File: config.mk
export PLATFORM = sky130hd
export DESIGN_NAME = mcr_mode_ctrl
export DESIGN_NICKNAME = d
export VERILOG_FILES = /design/src/include/mcr_pkg.sv /design/src/logic/mcr_chop_gen.sv /design/src/logic/mcr_mode_ctrl.sv
export SDC_FILE = /design/constraint.sdc
export NUM_CORES = 1
export LEC_CHECK = 0
export BUFFER_PORTS_ARGS = -buffer_cell sky130_fd_sc_hd__buf_2
export CAP_MARGIN = 0
export CORE_AREA = 5 5 51 64
export DETAILED_ROUTE_END_ITERATION = 10
export DIE_AREA = 0 0 56 69
export PLACE_DENSITY = 0.6
export SLEW_MARGIN = 0
export SYNTH_ARGS = -nofsm -noshare
export SYNTH_HDL_FRONTEND = slang
export SYNTH_SLANG_ARGS = --single-unit
File: constraint.sdc
create_clock -name clk_in -period 1.2 [get_ports clk_in]
set_input_delay 0.12 -clock clk_in [delete_from_list [all_inputs] [get_ports clk_in]]
set_output_delay 0.12 -clock clk_in [all_outputs]
set_load 0.01 [all_outputs]
File: src/include/mcr_pkg.sv
// mcr_pkg: offset, field layout, reset values and chop modes of the mode control register
package mcr_pkg;
  localparam logic [7:0] MCR_MODE_OFFSET = 8'h70;
  localparam int MCR_CHOP_HI = 5;
  localparam int MCR_CHOP_LO = 4;
  localparam int MCR_FORCE_ON_BIT = 3;
  localparam int MCR_FORCE_OFF_BIT = 2;
  localparam int MCR_REF_OUT_BIT = 1;
  localparam int MCR_EXT_REF_BIT = 0;
  localparam logic [1:0] MCR_RSVD_VALUE = 2'h2;
  localparam logic [1:0] MCR_CHOP_RESET = 2'h0;
  localparam logic MCR_FORCE_ON_RESET = 1'b0;
  localparam logic MCR_FORCE_OFF_RESET = 1'b1;
  localparam logic MCR_REF_OUT_RESET = 1'b0;
  localparam logic MCR_EXT_REF_RESET = 1'b0;
  localparam int MCR_RSVD_HI = 7;
  localparam int MCR_RSVD_LO = 6;
  localparam logic MCR_PUMP_RESET = 1'b0;
  localparam logic MCR_PIN_RESET = 1'b0;
  localparam logic [3:0] MCR_ELEM_CNT_RESET = 4'h1;
  localparam logic [2:0] MCR_ELEM_CNT_W = 3'h3;
  typedef enum logic [1:0] {
    MCR_CHOP_LOW = 2'h0,
    MCR_CHOP_HIGH = 2'h1,
    MCR_CHOP_EACH = 2'h2,
    MCR_CHOP_HALF = 2'h3
  } mcr_chop_type;
endpackage

File: src/logic/mcr_chop_gen.sv
// mcr_chop_gen: bandgap chop state sequencer across the elementary conversions
`timescale 1ns/1ps
module mcr_chop_gen
  import mcr_pkg::*;
(
  // clock and reset
  input wire logic clk_in,
  input wire logic srst_in,
  // control
  input wire logic [1:0] chop_mode_in,
  input wire logic conv_start_in,
  input wire logic elem_done_in,
  // state
  output logic chop_state_out
);
  logic chop_ff;
  logic nxt_chop;
  logic half_ff;
  logic nxt_half;
  mcr_chop_type mode;
  assign mode = mcr_chop_type'(chop_mode_in);

  // toggling restarts from 0 at each conversion start so both ends agree on phase
  always_comb begin
    nxt_chop = chop_ff;
    nxt_half = half_ff;
    unique case (mode)
      MCR_CHOP_LOW: begin
        nxt_chop = 1'b0;
      end
      MCR_CHOP_HIGH: begin
        nxt_chop = 1'b1;
      end
      MCR_CHOP_EACH: begin
        if (conv_start_in) begin
          nxt_chop = 1'b0;
        end else if (elem_done_in) begin
          nxt_chop = ~chop_ff;
        end
      end
      MCR_CHOP_HALF: begin
        if (conv_start_in) begin
          nxt_chop = 1'b0;
          nxt_half = 1'b0;
        end else if (elem_done_in) begin
          nxt_half = ~half_ff;
          if (half_ff) begin
            nxt_chop = ~chop_ff;
          end
        end
      end
    endcase
  end

  always_ff @(posedge clk_in) begin
    if (srst_in) begin
      chop_ff <= 1'b0;
      half_ff <= 1'b0;
    end else begin
      chop_ff <= nxt_chop;
      half_ff <= nxt_half;
    end
  end

  assign chop_state_out = chop_ff;

  ////////////////////////////////////////////////////////////////////////////////
  a_chop_low_fixed: assert property (@(posedge clk_in) disable iff (srst_in)
    (mode == MCR_CHOP_LOW) |=> !chop_state_out)
    else $error("chop state not low in forced-low mode");
  a_chop_high_fixed: assert property (@(posedge clk_in) disable iff (srst_in)
    (mode == MCR_CHOP_HIGH) |=> chop_state_out)
    else $error("chop state not high in forced-high mode");
  a_chop_each_toggle: assert property (@(posedge clk_in) disable iff (srst_in)
    (mode == MCR_CHOP_EACH && elem_done_in && !conv_start_in) |=> (chop_state_out != $past(chop_state_out)))
    else $error("chop did not toggle per elementary conversion");
  a_chop_half_hold: assert property (@(posedge clk_in) disable iff (srst_in)
    (mode == MCR_CHOP_HALF && elem_done_in && !conv_start_in && !half_ff) |=> $stable(chop_state_out))
    else $error("chop toggled on odd elementary conversion");
  c_chop_each: cover property (@(posedge clk_in) mode == MCR_CHOP_EACH && elem_done_in);
  c_chop_half: cover property (@(posedge clk_in) mode == MCR_CHOP_HALF && elem_done_in && half_ff);
endmodule

File: src/logic/mcr_mode_ctrl.sv
// mcr_mode_ctrl: mode control register, pump forcing, reference pin routing and chop control
`timescale 1ns/1ps
// Operation
// code 11 toggles chop every two elementary conversions
// code 10 toggles chop every elementary conversion
// code 01 holds chop 1; 00 holds 0
// force-on turns pump on, beats force-off
// force-off resets 1, keeps pump off
// reference output bit drives reference onto pin 0
// external reference bit takes reference from pin 1
// pin 1 drives only if output, no external reference
// pin 0 drives only if output, no reference output
// elementary conversions equal two to count field
// top bits read 1 then 0, unwritable
module mcr_mode_ctrl
  import mcr_pkg::*;
(
  // clock and reset
  input wire logic clk_in,
  input wire logic srst_in,
  // register port from the serial host interface
  input wire logic [7:0] reg_addr_in,
  input wire logic [7:0] reg_wdata_in,
  input wire logic reg_wr_in,
  output logic [7:0] reg_rdata_out,
  output logic reg_hit_out,
  // conversion sequencing from the converter
  input wire logic [1:0] elem_count_exponent_in,
  input wire logic conv_start_in,
  input wire logic elem_done_in,
  // pin control from the gpio registers
  input wire logic pin0_direction_in,
  input wire logic pin1_direction_in,
  input wire logic pin0_output_value_in,
  input wire logic pin1_output_value_in,
  // general pins, enable low while driving
  output logic general_pin_0_out,
  output logic general_pin_0_oe_n_out,
  output logic general_pin_1_out,
  output logic general_pin_1_oe_n_out,
  // analog controls
  output logic pump_enable_out,
  output logic ref_out_on_pin0_out,
  output logic ext_ref_in_pin1_out,
  output logic chop_state_out,
  output logic [3:0] elem_count_out
);
  logic [1:0] chop_mode_ff;
  logic pump_force_on_ff;
  logic pump_force_off_ff;
  logic ref_out_on_pin0_ff;
  logic ext_ref_in_pin1_ff;
  logic pin0_drive_ff;
  logic pin0_val_ff;
  logic pin1_drive_ff;
  logic pin1_val_ff;
  logic pump_ff;
  logic [3:0] elem_count_ff;

  ////////////////////////////////////////////////////////////////////////////////
  // decode
  // a shift gives the power of two; a 2-bit exponent keeps the result inside 4 bits
  function automatic logic [3:0] elem_count_of(input logic [1:0] exponent);
    elem_count_of = 4'h1 << exponent;
  endfunction

  wire sel_mode = (reg_addr_in == MCR_MODE_OFFSET);
  wire wr_mode = reg_wr_in && sel_mode;
  wire nxt_pump = pump_force_on_ff || !pump_force_off_ff; // see R4
  wire nxt_pin0_drive = pin0_direction_in && !ref_out_on_pin0_ff;
  wire nxt_pin1_drive = pin1_direction_in && !ext_ref_in_pin1_ff;
  wire [3:0] nxt_elem_count = elem_count_of(elem_count_exponent_in);
  wire [1:0] wdata_chop = reg_wdata_in[MCR_CHOP_HI:MCR_CHOP_LO];
  wire wdata_force_on = reg_wdata_in[MCR_FORCE_ON_BIT];
  wire wdata_force_off = reg_wdata_in[MCR_FORCE_OFF_BIT];
  wire wdata_ref_out = reg_wdata_in[MCR_REF_OUT_BIT];
  wire wdata_ext_ref = reg_wdata_in[MCR_EXT_REF_BIT];
  wire [7:0] mode_image = {MCR_RSVD_VALUE, chop_mode_ff, pump_force_on_ff, pump_force_off_ff,
                           ref_out_on_pin0_ff, ext_ref_in_pin1_ff};

  assign reg_hit_out = sel_mode;
  assign reg_rdata_out = sel_mode ? mode_image : 8'h00;

  ////////////////////////////////////////////////////////////////////////////////
  // register; reserved bits 7:6 have no storage so writes cannot land there
  always_ff @(posedge clk_in) begin
    if (srst_in) begin
      chop_mode_ff <= MCR_CHOP_RESET;
      pump_force_on_ff <= MCR_FORCE_ON_RESET;
      pump_force_off_ff <= MCR_FORCE_OFF_RESET;
      ref_out_on_pin0_ff <= MCR_REF_OUT_RESET;
      ext_ref_in_pin1_ff <= MCR_EXT_REF_RESET;
    end else if (wr_mode) begin
      chop_mode_ff <= wdata_chop;
      pump_force_on_ff <= wdata_force_on;
      pump_force_off_ff <= wdata_force_off;
      ref_out_on_pin0_ff <= wdata_ref_out;
      ext_ref_in_pin1_ff <= wdata_ext_ref;
    end
  end

  // outputs registered; pin and pump follow the register one cycle later
  always_ff @(posedge clk_in) begin
    if (srst_in) begin
      pump_ff <= MCR_PUMP_RESET;
    end else begin
      pump_ff <= nxt_pump;
    end
  end

  // gate and value move together so a driven pin never shows a stale value
  always_ff @(posedge clk_in) begin
    if (srst_in) begin
      pin0_drive_ff <= MCR_PIN_RESET;
      pin0_val_ff <= MCR_PIN_RESET;
    end else begin
      pin0_drive_ff <= nxt_pin0_drive;
      pin0_val_ff <= pin0_output_value_in;
    end
  end

  always_ff @(posedge clk_in) begin
    if (srst_in) begin
      pin1_drive_ff <= MCR_PIN_RESET;
      pin1_val_ff <= MCR_PIN_RESET;
    end else begin
      pin1_drive_ff <= nxt_pin1_drive;
      pin1_val_ff <= pin1_output_value_in;
    end
  end

  always_ff @(posedge clk_in) begin
    if (srst_in) begin
      elem_count_ff <= MCR_ELEM_CNT_RESET;
    end else begin
      elem_count_ff <= nxt_elem_count;
    end
  end

  assign pump_enable_out = pump_ff;
  assign ref_out_on_pin0_out = ref_out_on_pin0_ff;
  assign ext_ref_in_pin1_out = ext_ref_in_pin1_ff;
  assign general_pin_0_out = pin0_val_ff;
  assign general_pin_0_oe_n_out = !pin0_drive_ff;
  assign general_pin_1_out = pin1_val_ff;
  assign general_pin_1_oe_n_out = !pin1_drive_ff;
  assign elem_count_out = elem_count_ff;

  ////////////////////////////////////////////////////////////////////////////////
  mcr_chop_gen mcr_chop_gen_inst (
    .clk_in(clk_in),
    .srst_in(srst_in),
    .chop_mode_in(chop_mode_ff),
    .conv_start_in(conv_start_in),
    .elem_done_in(elem_done_in),
    .chop_state_out(chop_state_out)
  );

  ////////////////////////////////////////////////////////////////////////////////
  a_pump_force_on: assert property (@(posedge clk_in) disable iff (srst_in)
    pump_force_on_ff |=> pump_enable_out)
    else $error("pump off despite force-on");
  a_pump_both: assert property (@(posedge clk_in) disable iff (srst_in)
    (pump_force_on_ff && pump_force_off_ff) |=> pump_enable_out)
    else $error("force-off won over force-on");
  a_pump_force_off: assert property (@(posedge clk_in) disable iff (srst_in)
    (pump_force_off_ff && !pump_force_on_ff) |=> !pump_enable_out)
    else $error("pump on despite force-off");
  a_pin0_gated: assert property (@(posedge clk_in) disable iff (srst_in)
    ref_out_on_pin0_ff |=> general_pin_0_oe_n_out)
    else $error("pin 0 driven while reference output enabled");
  a_pin1_gated: assert property (@(posedge clk_in) disable iff (srst_in)
    ext_ref_in_pin1_ff |=> general_pin_1_oe_n_out)
    else $error("pin 1 driven while external reference enabled");
  a_pin0_drive: assert property (@(posedge clk_in) disable iff (srst_in)
    (pin0_direction_in && !ref_out_on_pin0_ff) |=> !general_pin_0_oe_n_out &&
      general_pin_0_out == $past(pin0_output_value_in))
    else $error("pin 0 not driven with written value");
  a_pin1_drive: assert property (@(posedge clk_in) disable iff (srst_in)
    (pin1_direction_in && !ext_ref_in_pin1_ff) |=> !general_pin_1_oe_n_out &&
      general_pin_1_out == $past(pin1_output_value_in))
    else $error("pin 1 not driven with written value");
  a_chop_write: assert property (@(posedge clk_in) disable iff (srst_in)
    wr_mode |=> chop_mode_ff == $past(wdata_chop))
    else $error("chop field not written");
  a_force_on_write: assert property (@(posedge clk_in) disable iff (srst_in)
    wr_mode |=> pump_force_on_ff == $past(wdata_force_on))
    else $error("force-on bit not written");
  a_force_off_write: assert property (@(posedge clk_in) disable iff (srst_in)
    wr_mode |=> pump_force_off_ff == $past(wdata_force_off))
    else $error("force-off bit not written");
  a_ref_out_write: assert property (@(posedge clk_in) disable iff (srst_in)
    wr_mode |=> ref_out_on_pin0_out == $past(reg_wdata_in[MCR_REF_OUT_BIT]))
    else $error("reference output bit not written");
  a_ext_ref_write: assert property (@(posedge clk_in) disable iff (srst_in)
    wr_mode |=> ext_ref_in_pin1_out == $past(reg_wdata_in[MCR_EXT_REF_BIT]))
    else $error("external reference bit not written");
  a_hold_no_write: assert property (@(posedge clk_in) disable iff (srst_in)
    !wr_mode |=> $stable(mode_image))
    else $error("register changed without a write");
  a_rsvd_read: assert property (@(posedge clk_in) disable iff (srst_in)
    sel_mode |-> reg_rdata_out[MCR_RSVD_HI:MCR_RSVD_LO] == MCR_RSVD_VALUE)
    else $error("reserved bits read wrong");
  a_unmapped_read: assert property (@(posedge clk_in) disable iff (srst_in)
    !sel_mode |-> reg_rdata_out == 8'h00 && !reg_hit_out)
    else $error("unmapped address answered");
  a_elem_count: assert property (@(posedge clk_in) disable iff (srst_in)
    1'b1 |=> elem_count_out == (4'h1 << $past(elem_count_exponent_in)))
    else $error("elementary count wrong");
  a_elem_count_onehot: assert property (@(posedge clk_in) disable iff (srst_in)
    $onehot(elem_count_out))
    else $error("elementary count not a power of two");
  // no disable here: these watch the cycle after a reset edge
  a_reset_values: assert property (@(posedge clk_in)
    srst_in |=> mode_image == {MCR_RSVD_VALUE, MCR_CHOP_RESET, MCR_FORCE_ON_RESET, MCR_FORCE_OFF_RESET,
      MCR_REF_OUT_RESET, MCR_EXT_REF_RESET})
    else $error("register image wrong after reset");
  a_reset_outputs: assert property (@(posedge clk_in)
    srst_in |=> !pump_enable_out && general_pin_0_oe_n_out && general_pin_1_oe_n_out &&
      elem_count_out == MCR_ELEM_CNT_RESET)
    else $error("outputs wrong after reset");
  c_both_forces: cover property (@(posedge clk_in) pump_force_on_ff && pump_force_off_ff);
  c_mode_write: cover property (@(posedge clk_in) wr_mode);
  c_ext_ref: cover property (@(posedge clk_in) ext_ref_in_pin1_ff && pin1_direction_in);
endmodule

-- Word-level counts from Yosys, hierarchy flattened
Index checks and enable logic that the tools add are counted.
- bits in registers: 17
- bits in latches: 0
- RAM bits: 0
- memory bits (read-only): 0
- bits of input ports: 27
- output and inout bits: 21
- word-level logic and storage cells: 45
- memories: 0
- $add $sub $neg: 0
- multiply operators: 0
- divide/modulo/power cells: 0
- order comparisons: 0
- eq/ne operators: 7
- shift-type cells: 1
- muxes and demuxes: 9
- bitwise operators: 2
- reduce and logical (&&, ||, !) cells: 13
- operators with widths (kind ; number):
    equality test 8 x 7 -> 1 bit (second input constant) ; 1
    2-to-1 mux 8 bit ; 1
    2-to-1 mux 1 bit ; 7
    != test 3 bit (second input constant) ; 2
    zero test 1 bit ; 5
    equality test 2 bit (second input constant) ; 2
    one-hot mux 1 bit (4 select lines) ; 1
    left shift 1 x 2 -> 4 bit (first input constant) ; 1
    logical AND 1 bit ; 3
    != test 3 x 2 -> 1 bit (second input constant) ; 1
    AND reduction 3 bit ; 1
    equality test 2 x 1 -> 1 bit (second input constant) ; 1
    zero test 2 bit ; 1
    NOT 1 bit ; 2
    AND reduction 2 bit ; 1
    nonzero test 2 bit ; 1
    logical OR 1 bit ; 1

-- Longest topological paths before layout
Gate-level depths: netlist of the first run.
- word-level depth: 5
- gate-level depth with buffers: 3
- depth with buffers taken out: 3

-- Hierarchy
Synthesis of the first run repeated with hierarchy kept, for this count alone.
- cell total of the unflattened synthesis: 76
- area, all modules: 734.5 µm²
- modules (own cells, without submodules) (module ; instances ; cells each ; area an instance (µm²) ; seq. area each (µm²)):
    mcr_mode_ctrl ; 1 ; 61 ; 611.8 ; 300.3
    mcr_chop_gen ; 1 ; 15 ; 122.6 ; 40.0

-- Worst setup path after synthesis of the first run
No wires, ideal clock.
- path kind: input to output
- start point: in reg_addr_in[1]
- end point: out reg_rdata_out[0]
- arrival: 1.208 ns
- data required time: 1.080 ns
- setup slack: -0.128 ns
- cell stages on the path: 3
- buffers on the path: 0
- cells stage by stage: or4_4 -> nor2_1 -> and2_1
- longest elaborated chain between the ends: 2
- RTL lines (item ; RTL line ; source):
    start: declaration ; mcr_mode_ctrl.sv:22 ; input wire logic [7:0] reg_addr_in,
    equality test 8 x 7 -> 1 bit ; mcr_mode_ctrl.sv:67 ; wire sel_mode = (reg_addr_in == MCR_MODE_OFFSET);
    via reg_hit_out ; mcr_mode_ctrl.sv:26 ; output logic reg_hit_out,
    2-to-1 mux 8 bit ; mcr_mode_ctrl.sv:82 ; assign reg_rdata_out = sel_mode ? mode_image : 8'h00;
    end: declaration ; mcr_mode_ctrl.sv:25 ; output logic [7:0] reg_rdata_out,
The timed path passes the listed nets, and every way through them passes these cells.

-- Worst setup path after layout of the first run
- start point: in reg_addr_in[1]
- end point: out reg_rdata_out[0]
- longest elaborated chain between the ends: 2
- RTL lines (item ; RTL line):
    equality test 8 x 7 -> 1 bit ; mcr_mode_ctrl.sv:67
    2-to-1 mux 8 bit ; mcr_mode_ctrl.sv:82
Every way passes these cells.

==> results of run 1 <==
[cells by family (layout without fill, tap and decap cells)]
group | Yosys count | in the layout | synth area share, %
compound gates | 7 | 7 | 5.57
buf+inv | 8 | 54 | 5.06
flops | 17 | 17 | 45.9
mux | 6 | 6 | 8.09
simple gates | 39 | 39 | 34.9
other cells | 1 | 1 | 0.505
[worst max-delay path by stage]
stage                   start                to  slack (ps)
2_1_floorplan  reg_addr_in[1]   chop_mode_ff[0]         -30
3_5_place_dp   reg_addr_in[1]  reg_rdata_out[5]        -250
3_3_place_gp   reg_addr_in[1]  reg_rdata_out[4]        -220
4_1_cts        reg_addr_in[2]  reg_rdata_out[4]        -140
5_1_grt        reg_addr_in[1]  reg_rdata_out[1]        -170
6_report       reg_addr_in[1]  reg_rdata_out[0]        -120
[repair_timing]
action / in CTS / in global routing
setup endpoints to repair: 7 / 12
pin swaps: 6 / 4
setup buffers: 1 / 0
gates resized for setup: 4 / 5
[state kept, by name, indices dropped and copies added (netlist names)]
signal,count
pin0_drive_ff,1
ext_ref_in_pin1_out,1
elem_count_out,4
chop_mode_ff,2
general_pin_1_out,1
general_pin_0_out,1
pump_force_off_ff,1
mcr_chop_gen_inst.half_ff,1
mcr_chop_gen_inst.chop_state_out,1
pump_enable_out,1
pin1_drive_ff,1
pump_force_on_ff,1
ref_out_on_pin0_out,1
[Yosys cell counts, types with 2 or more instances]
cell,count
and2_1,5
clkbuf_1,2
inv_1,4
nand2b_1,11
mux2i_1,6
buf_4,2
o21ai_0,2
nor2_1,4
dfxtp_1,17
nor3b_1,5
nor2b_1,6
a21oi_1,2
and3b_1,2
[cells in the final DEF (no fill, tap or decap), types with 2 or more instances in the layout]
master / n
and2_1: 2
and3b_1: 2
buf_2: 39
nand2b_1: 11
and2_4: 3
buf_6: 5
o21ai_0: 2
inv_1: 4
clkbuf_4: 3
nor2_1: 3
dfxtp_1: 17
nor2b_1: 6
a21oi_1: 2
mux2i_1: 6
nor3b_1: 5
[where the power goes]
part | switching (mW) | internal (mW) | leakage, nW
registers | 0.00279 | 0.577 | 0.139
clock network | 0.157 | 0.129 | 0.0150
logic | 0.0491 | 0.0610 | 0.340
total | 0.209 | 0.767 | 0.494
[layer usage]
metal	vias up	GRT usage [%]	routed length [µm]
met5	-	0	0
met4	0	3.96	13
met3	2	4.10	144
met2	20	16.9	916
met1	299	8.05	620
li1	351	-	-
[final cells by class]
class	instances	area, µm²
fill	276	1520
multi-input combinational	53	379
sequential	17	340
timing repair buffer	46	279
tap	34	42.5
clock buffer	4	26.3
inverter	4	15.0
==> summary.md, run 1 <==
| Metric | Value |
|---|---|
| Vert. Die Dim | `69 µm` |
| Clock slew at reported path FFs | `90 ps` |
| Vias in the first global route | `677` |
| DP HPWL | `1340 µm` |
| GPL Wtd Cong | `0.640` |
| Remaining antenna violation count | `0` |
| # clock sinks | `17` |
| Core region area | `2600 µm²` |
| P&R area growth vs syn | `45.9%` |
| WP buf/inv | `2` |
| Violated checks | `negative setup slack` |
| H-tree Lvls | `1` |
| Initial antenna violation count | `0` |
| Pre-antenna DRT Iters | `2` |
| Pwr Density | `901 nW/µm²` |
| Total Power | `0.976 mW` |
| WP data required | `1080 ps` |
| Top-Level Pins | `48` |
| Final instance area | `1080 µm²` |
| Reg2reg path depth | `3` |
| Number of vias per cell | `4.25` |
| Gate Count Post-Synth | `78` |
| Clock Tree Buf Depth | `2` |
| CP peak stage delay | `550 ps` |
| Lkg Pwr | `0.494 nW` |
| Yosys top cell by area | `dfxtp_1` |
| Area after DPL | `1000 µm²` |
| Port bufs | `44` |
| TritonCTS buffer count | `3` |
| Reg-to-reg startpoint | `mcr_chop_gen_inst.chop_state_out` |
| Top delay family on crit path | `simple AND/OR/NAND/NOR gates` |
| FMAX | `758 MHz` |
| Tcrit/Tclk final | `110%` |
| Drt wl/cell | `10.7 µm` |
| Die ar. | `3860 µm²` |
| DIE WIDTH | `56 µm` |
| Top FF cell, synth | `dfxtp_1` |
| Max-Cap Viols | `0` |
| Final Hold Viols | `0` |
| Mapped cell area | `742 µm²` |
| Final Util | `41.6%` |
| Layout cells sized above 1 | `44.4%` |
| Slack of the worst reg-to-reg path | `250 ps` |
| TNS Setup | `-729 ps` |
| Synthesized area per cell | `9.51 µm²` |
| Gr ovfl total | `0` |
| Largest net degree at the start of global routing | `24` |
| N_diodes | `0` |
| Synthesis Warnings | `0` |
| Row cnt | `21` |
| Status | `finished with violations` |
| Crit-path cells | `buf_6 -> or4_4 -> nor2_4 -> and2_1 -> buf_2` |
| DRT iter0 DRCs | `10` |
| EDFF count, synth | `0` |
| Final net count | `152` |
| Placed cells | `153` |
| Hold-fix buffers, CTS | `0` |
| Critical path arrival | `1200 ps` |
| Critical path depth | `5` |
| Register area share after synthesis | `45.9%` |
| Worst IR Drop VDD | `0.460 mV` |
| Drt total wl | `1690 µm` |
| Hold/Removal Path Class | `in2reg` |
| First-pass GRT wire length | `2840 µm` |
| CP Launch Type | `input pin` |
| Hold path startpoint | `elem_count_exponent_in[0]` |
| CP Max Fanout | `7` |
| GRT Overall Usage | `9.03%` |
| Seq cells post-synth | `17` |
| Initial core utilization | `28.5%` |
| Final setup skew | `0.606 ps` |
| R2R Path End | `mcr_chop_gen_inst.chop_state_out` |
| Worst skew pair latency | `270 ps` |
| Setup WS pre-CTS | `-249 ps` |
| Synth unique cells | `23` |
| Synthesized Nets | `105` |
| Largest cells by area after synthesis | `dfxtp_1 46%, nand2b_1 9.3%, mux2i_1 8.1%, nor2b_1 5.1%, nor3b_1 5.1%` |
| Hold Path Stages | `2` |
| Remaining DRCs | `0` |
| Yosys top cell area share | `45.9%` |
| Critical path class | `in2out` |
| Vias after detailed routing | `672` |
| CP endpoint kind | `output port` |
| Hold EP | `elem_count_out[2]` |
| CTS tree | `done` |
| Crit-path slowest cell | `or4_4` |
| Hold Slack | `28.1 ps` |
| Final slew viol count | `0` |
| Final setup fails | `8` |
| Non-Filler Instances | `158` |
| Root buffer cell | `clkbuf_4` |
| Tmin final | `1320 ps` |
| PnR worst setup slack | `-118 ps` |
| FFs w/ async S/R, synth | `0%` |
| Unrepaired setup endpoints after global routing | `true` |
No activity file was read; power rests on OpenSTA's default activity.
==> run 2, diff against run 1 <==
--- a/config.mk
+++ b/config.mk
@@ -7,7 +7,8 @@
 export LEC_CHECK = 0
+export ABC_AREA = 1
 export BUFFER_PORTS_ARGS = -buffer_cell sky130_fd_sc_hd__buf_2
 export CAP_MARGIN = 0
-export CORE_AREA = 5 5 51 64
+export CORE_AREA = 5 5 52 65
 export DETAILED_ROUTE_END_ITERATION = 10
-export DIE_AREA = 0 0 56 69
+export DIE_AREA = 0 0 57 70
 export PLACE_DENSITY = 0.6
--- a/constraint.sdc
+++ b/constraint.sdc
@@ -3,2 +3,2 @@
 set_output_delay 0.12 -clock clk_in [all_outputs]
-set_load 0.01 [all_outputs]
+set_load 0.005 [all_outputs]
==> summary.md, run 2 <==
| Metric | Value |
|---|---|
| Largest cells by area after synthesis | `dfxtp_1 44%, inv_1 13%, nand2_1 11%, nor2_1 9.3%, nand4_1 4.9%` |
| Port bufs | `44` |
| Unrepaired setup endpoints after global routing | `false` |
| Setup WS pre-CTS | `175 ps` |
| Vert. Die Dim | `70 µm` |
| Clock share of power | `31.1%` |
| N_diodes | `0` |
| Synthesized Nets | `140` |
| Yosys top cell by area | `dfxtp_1` |
| Critical path arrival | `990 ps` |
| Vias after detailed routing | `784` |
| P&R area growth vs syn | `40.3%` |
| Row cnt | `21` |
| Synthesis Warnings | `0` |
| WP data required | `1080 ps` |
| Crit-path cells | `inv_1 -> nor2_1 -> buf_2` |
| Clock Tree Buf Depth | `2` |
| Root buffer cell | `clkbuf_4` |
| Register area share after synthesis | `44.2%` |
| CP endpoint kind | `output port` |
| GRT Overall Usage | `9.09%` |
| Comb power frac | `11.6%` |
| Layout cells sized above 1 | `35.6%` |
| Pwr Density | `938 nW/µm²` |
| Resized cells post-CTS | `0` |
| Final setup fails | `0` |
| Crit-path slowest cell | `dfxtp_1` |
| Final Util | `40.3%` |
| Top FF cell, synth | `dfxtp_1` |
| # clock sinks | `17` |
| Worst skew pair latency | `300 ps` |
| Drt total wl | `1740 µm` |
| Worst IR Drop VDD | `0.332 mV` |
| H-tree Lvls | `1` |
| Die ar. | `3990 µm²` |
| Pre-antenna DRT Iters | `2` |
| Tcrit/Tclk final | `92.3%` |
| Final setup skew | `0.969 ps` |
| First-pass GRT wire length | `2900 µm` |
| Initial core utilization | `28.8%` |
| Post-CTS Setup Bufs | `0` |
| CP peak stage delay | `380 ps` |
| Max FFs per register | `4` |
| Synth cell count leaders | `27 x inv_1, 23 x nand2_1, 19 x nor2_1` |
| Number of vias per cell | `3.98` |
| Reg-to-reg startpoint | `chop_mode_ff[1]` |
| Sw Share | `25.0%` |
| Final slew viol count | `0` |
| TritonCTS buffer count | `3` |
| Largest net degree at the start of global routing | `11` |
| EDFF count, synth | `0` |
| Top delay family on crit path | `flip-flops` |
| CP Launch Type | `flop` |
| Lkg Pwr | `0.625 nW` |
| Hold-fix buffers, CTS | `2` |
| TNS Setup | `0 ps` |
| Most common cell in the synthesized netlist | `inv_1` |
| FMAX | `902 MHz` |
| PnR worst setup slack | `91.8 ps` |
| Final instance area | `1080 µm²` |
| Core region area | `2680 µm²` |
| Remaining antenna violation count | `0` |
| WP buf/inv | `2` |
| Gate Count Post-Synth | `113` |
| Seq cells post-synth | `17` |
| Power Internal | `0.761 mW` |
| CP Max Fanout | `4` |
| Hold/Removal Path Class | `in2reg` |
| Final Hold Viols | `0` |
| Worst Setup SP | `chop_mode_ff[1]` |
| Total Power | `1.01 mW` |
| Mapped cell area | `771 µm²` |
| Vias in the first global route | `716` |
| Gr ovfl total | `0` |
| Max-Cap Viols | `0` |
| Clock slew at reported path FFs | `100 ps` |
| Commonest non-fill, non-tap cells in the layout | `44 x buf_2, 27 x inv_1, 23 x nand2_1` |
| FILL cells | `305` |
| DRT iter0 DRCs | `6` |
| Synthesized area per cell | `6.82 µm²` |
| Yosys top cell area share | `44.2%` |
| Critical path class | `reg2out` |
| Sw Pwr | `0.253 mW` |
| DP HPWL | `1430 µm` |
| Final net count | `191` |
| Remaining DRCs | `0` |
| Top-Level Pins | `48` |
| GPL Wtd Cong | `0.739` |
| Sequential Power Share | `57.3%` |
| Drt wl/cell | `8.83 µm` |
| FFs w/ async S/R, synth | `0%` |
| Status | `finished clean` |
| Commonest non-fill, non-tap cell in the layout | `buf_2` |
| Initial antenna violation count | `0` |
| Tmin final | `1110 ps` |
| Hold path startpoint | `pin0_output_value_in` |
| Synth unique cells | `17` |
| DIE WIDTH | `57 µm` |
| Area after DPL | `1030 µm²` |
| CTS tree | `done` |
## run 2: power by group through the flow
stage | Clock, mW | Sequential, mW | Combinational (mW)
3_3_place_gp | 0 | 0.594 | 0.112
6_report | 0.315 | 0.581 | 0.118
4_1_cts | 0.321 | 0.581 | 0.120
2_1_floorplan | 0 | 0.596 | 0.0468
3_5_place_dp | 0 | 0.594 | 0.115
5_1_grt | 0.335 | 0.583 | 0.135
## run 2: metrics by stage
stage / instances / hold slack [ps]
after floorplan: 113 / 189
after global placement: 191 / 310
after detailed placement: 191 / 311
after CTS: 197 / 10.7
after global routing: 197 / 24.8
final: 197 / 17.8
## run 2: worst paths after layout
path | cells after the start | slack, ps | to
worst min-delay path | 3 | 20 | general_pin_0_out
worst min register to register | 1 | 470 | pump_enable_out
worst max-delay path | 3 | 90 | reg_rdata_out[5]
worst max register to register | 5 | 220 | mcr_chop_gen_inst.chop_state_out
## run 2: cell families after synthesis
kind of cell           after synthesis  synth area share [%]
AOI/OAI and AO/OA                    7                  4.54
DFF                                 17                  44.2
other                                1                 0.487
buffers and inverters               32                  16.6
and+or+nand+nor                     56                  34.3
## run 2: final cells by class
type                    count  area [µm²]  share of cell area (%)
multi-input cells          64         303                    28.0
clock buffers               3        22.5                    2.08
well taps                  34        42.5                    3.94
inverters                  30         113                    10.4
clock inverters             1        5.00                   0.463
repair buffers             48         255                    23.6
flip-flops and latches     17         340                    31.5
## run 2: worst reg2reg max path, cell delays in order, from the launching register on
cell     delay, ps
dfxtp_1        380
nand2_1         90
o21ai_0        230
nand2_1         80
nand2_1         60
nor2_1          50
## run 2: layer usage
| layer | global-route usage (%) | share of wire (%) |
|---|---|---|
| met1 | 10.4 | 43 |
| met2 | 14.4 | 43 |
| met3 | 2.03 | 10 |
| met4 | 6.96 | 3.4 |
| met5 | 0 | 0 |
==> run 3, diff against run 2 <==
Settings changed: CORE_AREA 5 5 52 65 to 5 5 47 60, DIE_AREA 0 0 57 70 to 0 0 52 65, PLACE_DENSITY 0.6 to 0.71.
==> summary.md, run 3 (same netlist as run 2, synthesis figures left out) <==
| Metric | Value |
|---|---|
| Crit-path cells | `inv_1 -> nor2_1 -> buf_2` |
| Number of vias per cell | `4.07` |
| DIE WIDTH | `52 µm` |
| Core region area | `2280 µm²` |
| Layout cells sized above 1 | `35.4%` |
| Largest net degree at the start of global routing | `11` |
| Setup WS pre-CTS | `188 ps` |
| Pwr Density | `923 nW/µm²` |
| CP endpoint kind | `output port` |
| Row cnt | `20` |
| Port bufs | `44` |
| Worst IR Drop VDD | `0.451 mV` |
| Tcrit/Tclk final | `89.0%` |
| PnR worst setup slack | `132 ps` |
| Commonest non-fill, non-tap cell in the layout | `buf_2` |
| Sequential Power Share | `59.4%` |
| Drt total wl | `1670 µm` |
| Top sig layer | `met3` |
| Max-Cap Viols | `0` |
| CP Max Fanout | `4` |
| WP data required | `1080 ps` |
| # clock sinks | `17` |
| Root buffer cell | `clkbuf_4` |
| GPL Wtd Cong | `0.752` |
| Clock slew at reported path FFs | `90 ps` |
| Unrepaired setup endpoints after global routing | `false` |
| CTS tree | `done` |
| Lkg Pwr | `0.614 nW` |
| Commonest non-fill, non-tap cells in the layout | `44 x buf_2, 27 x inv_1, 23 x nand2_1` |
| Non-Filler Instances | `194` |
| Final net count | `189` |
| Worst skew pair latency | `270 ps` |
| Final slew viol count | `0` |
| Routed wl met3 | `172 µm` |
| Clock share of power | `29.1%` |
| Clock Tree Buf Depth | `2` |
| Remaining DRCs | `0` |
| Comb power frac | `11.5%` |
| First-pass GRT wire length | `2740 µm` |
| Status | `finished clean` |
| Sw Share | `22.1%` |
| Initial core utilization | `33.8%` |
| Tmin final | `1070 ps` |
| Resized cells post-CTS | `0` |
| Pre-antenna DRT Iters | `4` |
| Met2 routed WL | `860 µm` |
| Post-CTS Setup Bufs | `0` |
| Placed cells | `190` |
| Sw Pwr | `0.216 mW` |
| Hold-fix buffers, CTS | `0` |
| Drt wl/cell | `8.59 µm` |
| WP buf/inv | `2` |
| Power Internal | `0.761 mW` |
| Crit-path slowest cell | `dfxtp_1` |
| Critical path arrival | `950 ps` |
| Met1 wire length | `633 µm` |
| H-tree Lvls | `1` |
| DRT iter0 DRCs | `9` |
| Gr ovfl total | `0` |
| Top delay family on crit path | `flip-flops` |
| TNS Setup | `0 ps` |
| FMAX | `937 MHz` |
| GRT Overall Usage | `10.4%` |
| Vias after detailed routing | `789` |
| Vert. Die Dim | `65 µm` |
| DP HPWL | `1430 µm` |
| Final setup skew | `0.496 ps` |
| Final setup fails | `0` |
| Vias in the first global route | `722` |
| CP Launch Type | `flop` |
| Hold/Removal Path Class | `in2reg` |
| Initial antenna violation count | `0` |
| N_diodes | `0` |
| CP peak stage delay | `380 ps` |
| Die ar. | `3380 µm²` |
| Final Hold Viols | `0` |
| TritonCTS buffer count | `3` |
| Max FFs per register | `4` |
| P&R area growth vs syn | `37.3%` |
| Critical path class | `reg2out` |
| Top-Level Pins | `48` |
| Remaining antenna violation count | `0` |
-- run 3: cell types whose count changed in the layout (fill, tap and decap cells not counted), sizes merged --
cell,delta
dlygate4sd3,-2
clkbuf,+1
clkinv,-1
-- run 3: path summary, 6_finish.rpt --
path | startpoint | end | slack [ps] | cells past startpoint
max reg2reg | chop_mode_ff[1] | mcr_chop_gen_inst.chop_state_out | 140 | 5
min | elem_count_exponent_in[0] | elem_count_out[2] | 20 | 2
max | chop_mode_ff[1] | reg_rdata_out[5] | 130 | 3
min reg2reg | pump_force_off_ff | pump_enable_out | 470 | 1
-- run 3: power by group through the flow --
| stage | combinational (mW) | clock, mW | sequential (mW) |
|---|---|---|---|
| global placement | 0.112 | 0 | 0.594 |
| finish | 0.112 | 0.284 | 0.581 |
| global route | 0.129 | 0.324 | 0.582 |
| CTS | 0.115 | 0.293 | 0.581 |
| detailed placement | 0.114 | 0 | 0.594 |
| floorplan | 0.0468 | 0 | 0.596 |
-- run 3: cell type report --
| class | count | area (µm²) |
|---|---|---|
| Clock buffer | 4 | 26.3 |
| Fill cell | 252 | 1220 |
| Inverter | 30 | 113 |
| Multi-Input combinational cell | 64 | 303 |
| Sequential cell | 17 | 340 |
| Tap cell | 33 | 41.3 |
| Timing Repair Buffer | 46 | 235 |
-- run 3: stage by stage --
stage	utilization [%]	hold slack [ps]	area, µm²	total power, mW
3_5_place_dp	45.3	313	1030	0.709
3_3_place_gp	45.3	310	1030	0.705
5_1_grt	46.5	3.30	1060	1.04
6_report	46.5	18.8	1060	0.977
4_1_cts	46.5	14.6	1060	0.989
2_1_floorplan	-	189	771	0.643
-- run 3: worst reg2reg max path: cells and delay by family (launching register included) --
| family | cells | cell delay (ps) |
|---|---|---|
| AO/OA/AOI/OAI | 1 | 290 |
| AND/OR/NAND/NOR | 4 | 300 |
| flip-flops | 1 | 380 |
-- run 3: per-layer routing --
layer,vias up,global-route usage (%)
met5,-,0
met4,0,4.92
met3,0,2.53
met2,32,19.5
met1,334,10.3
li1,423,-
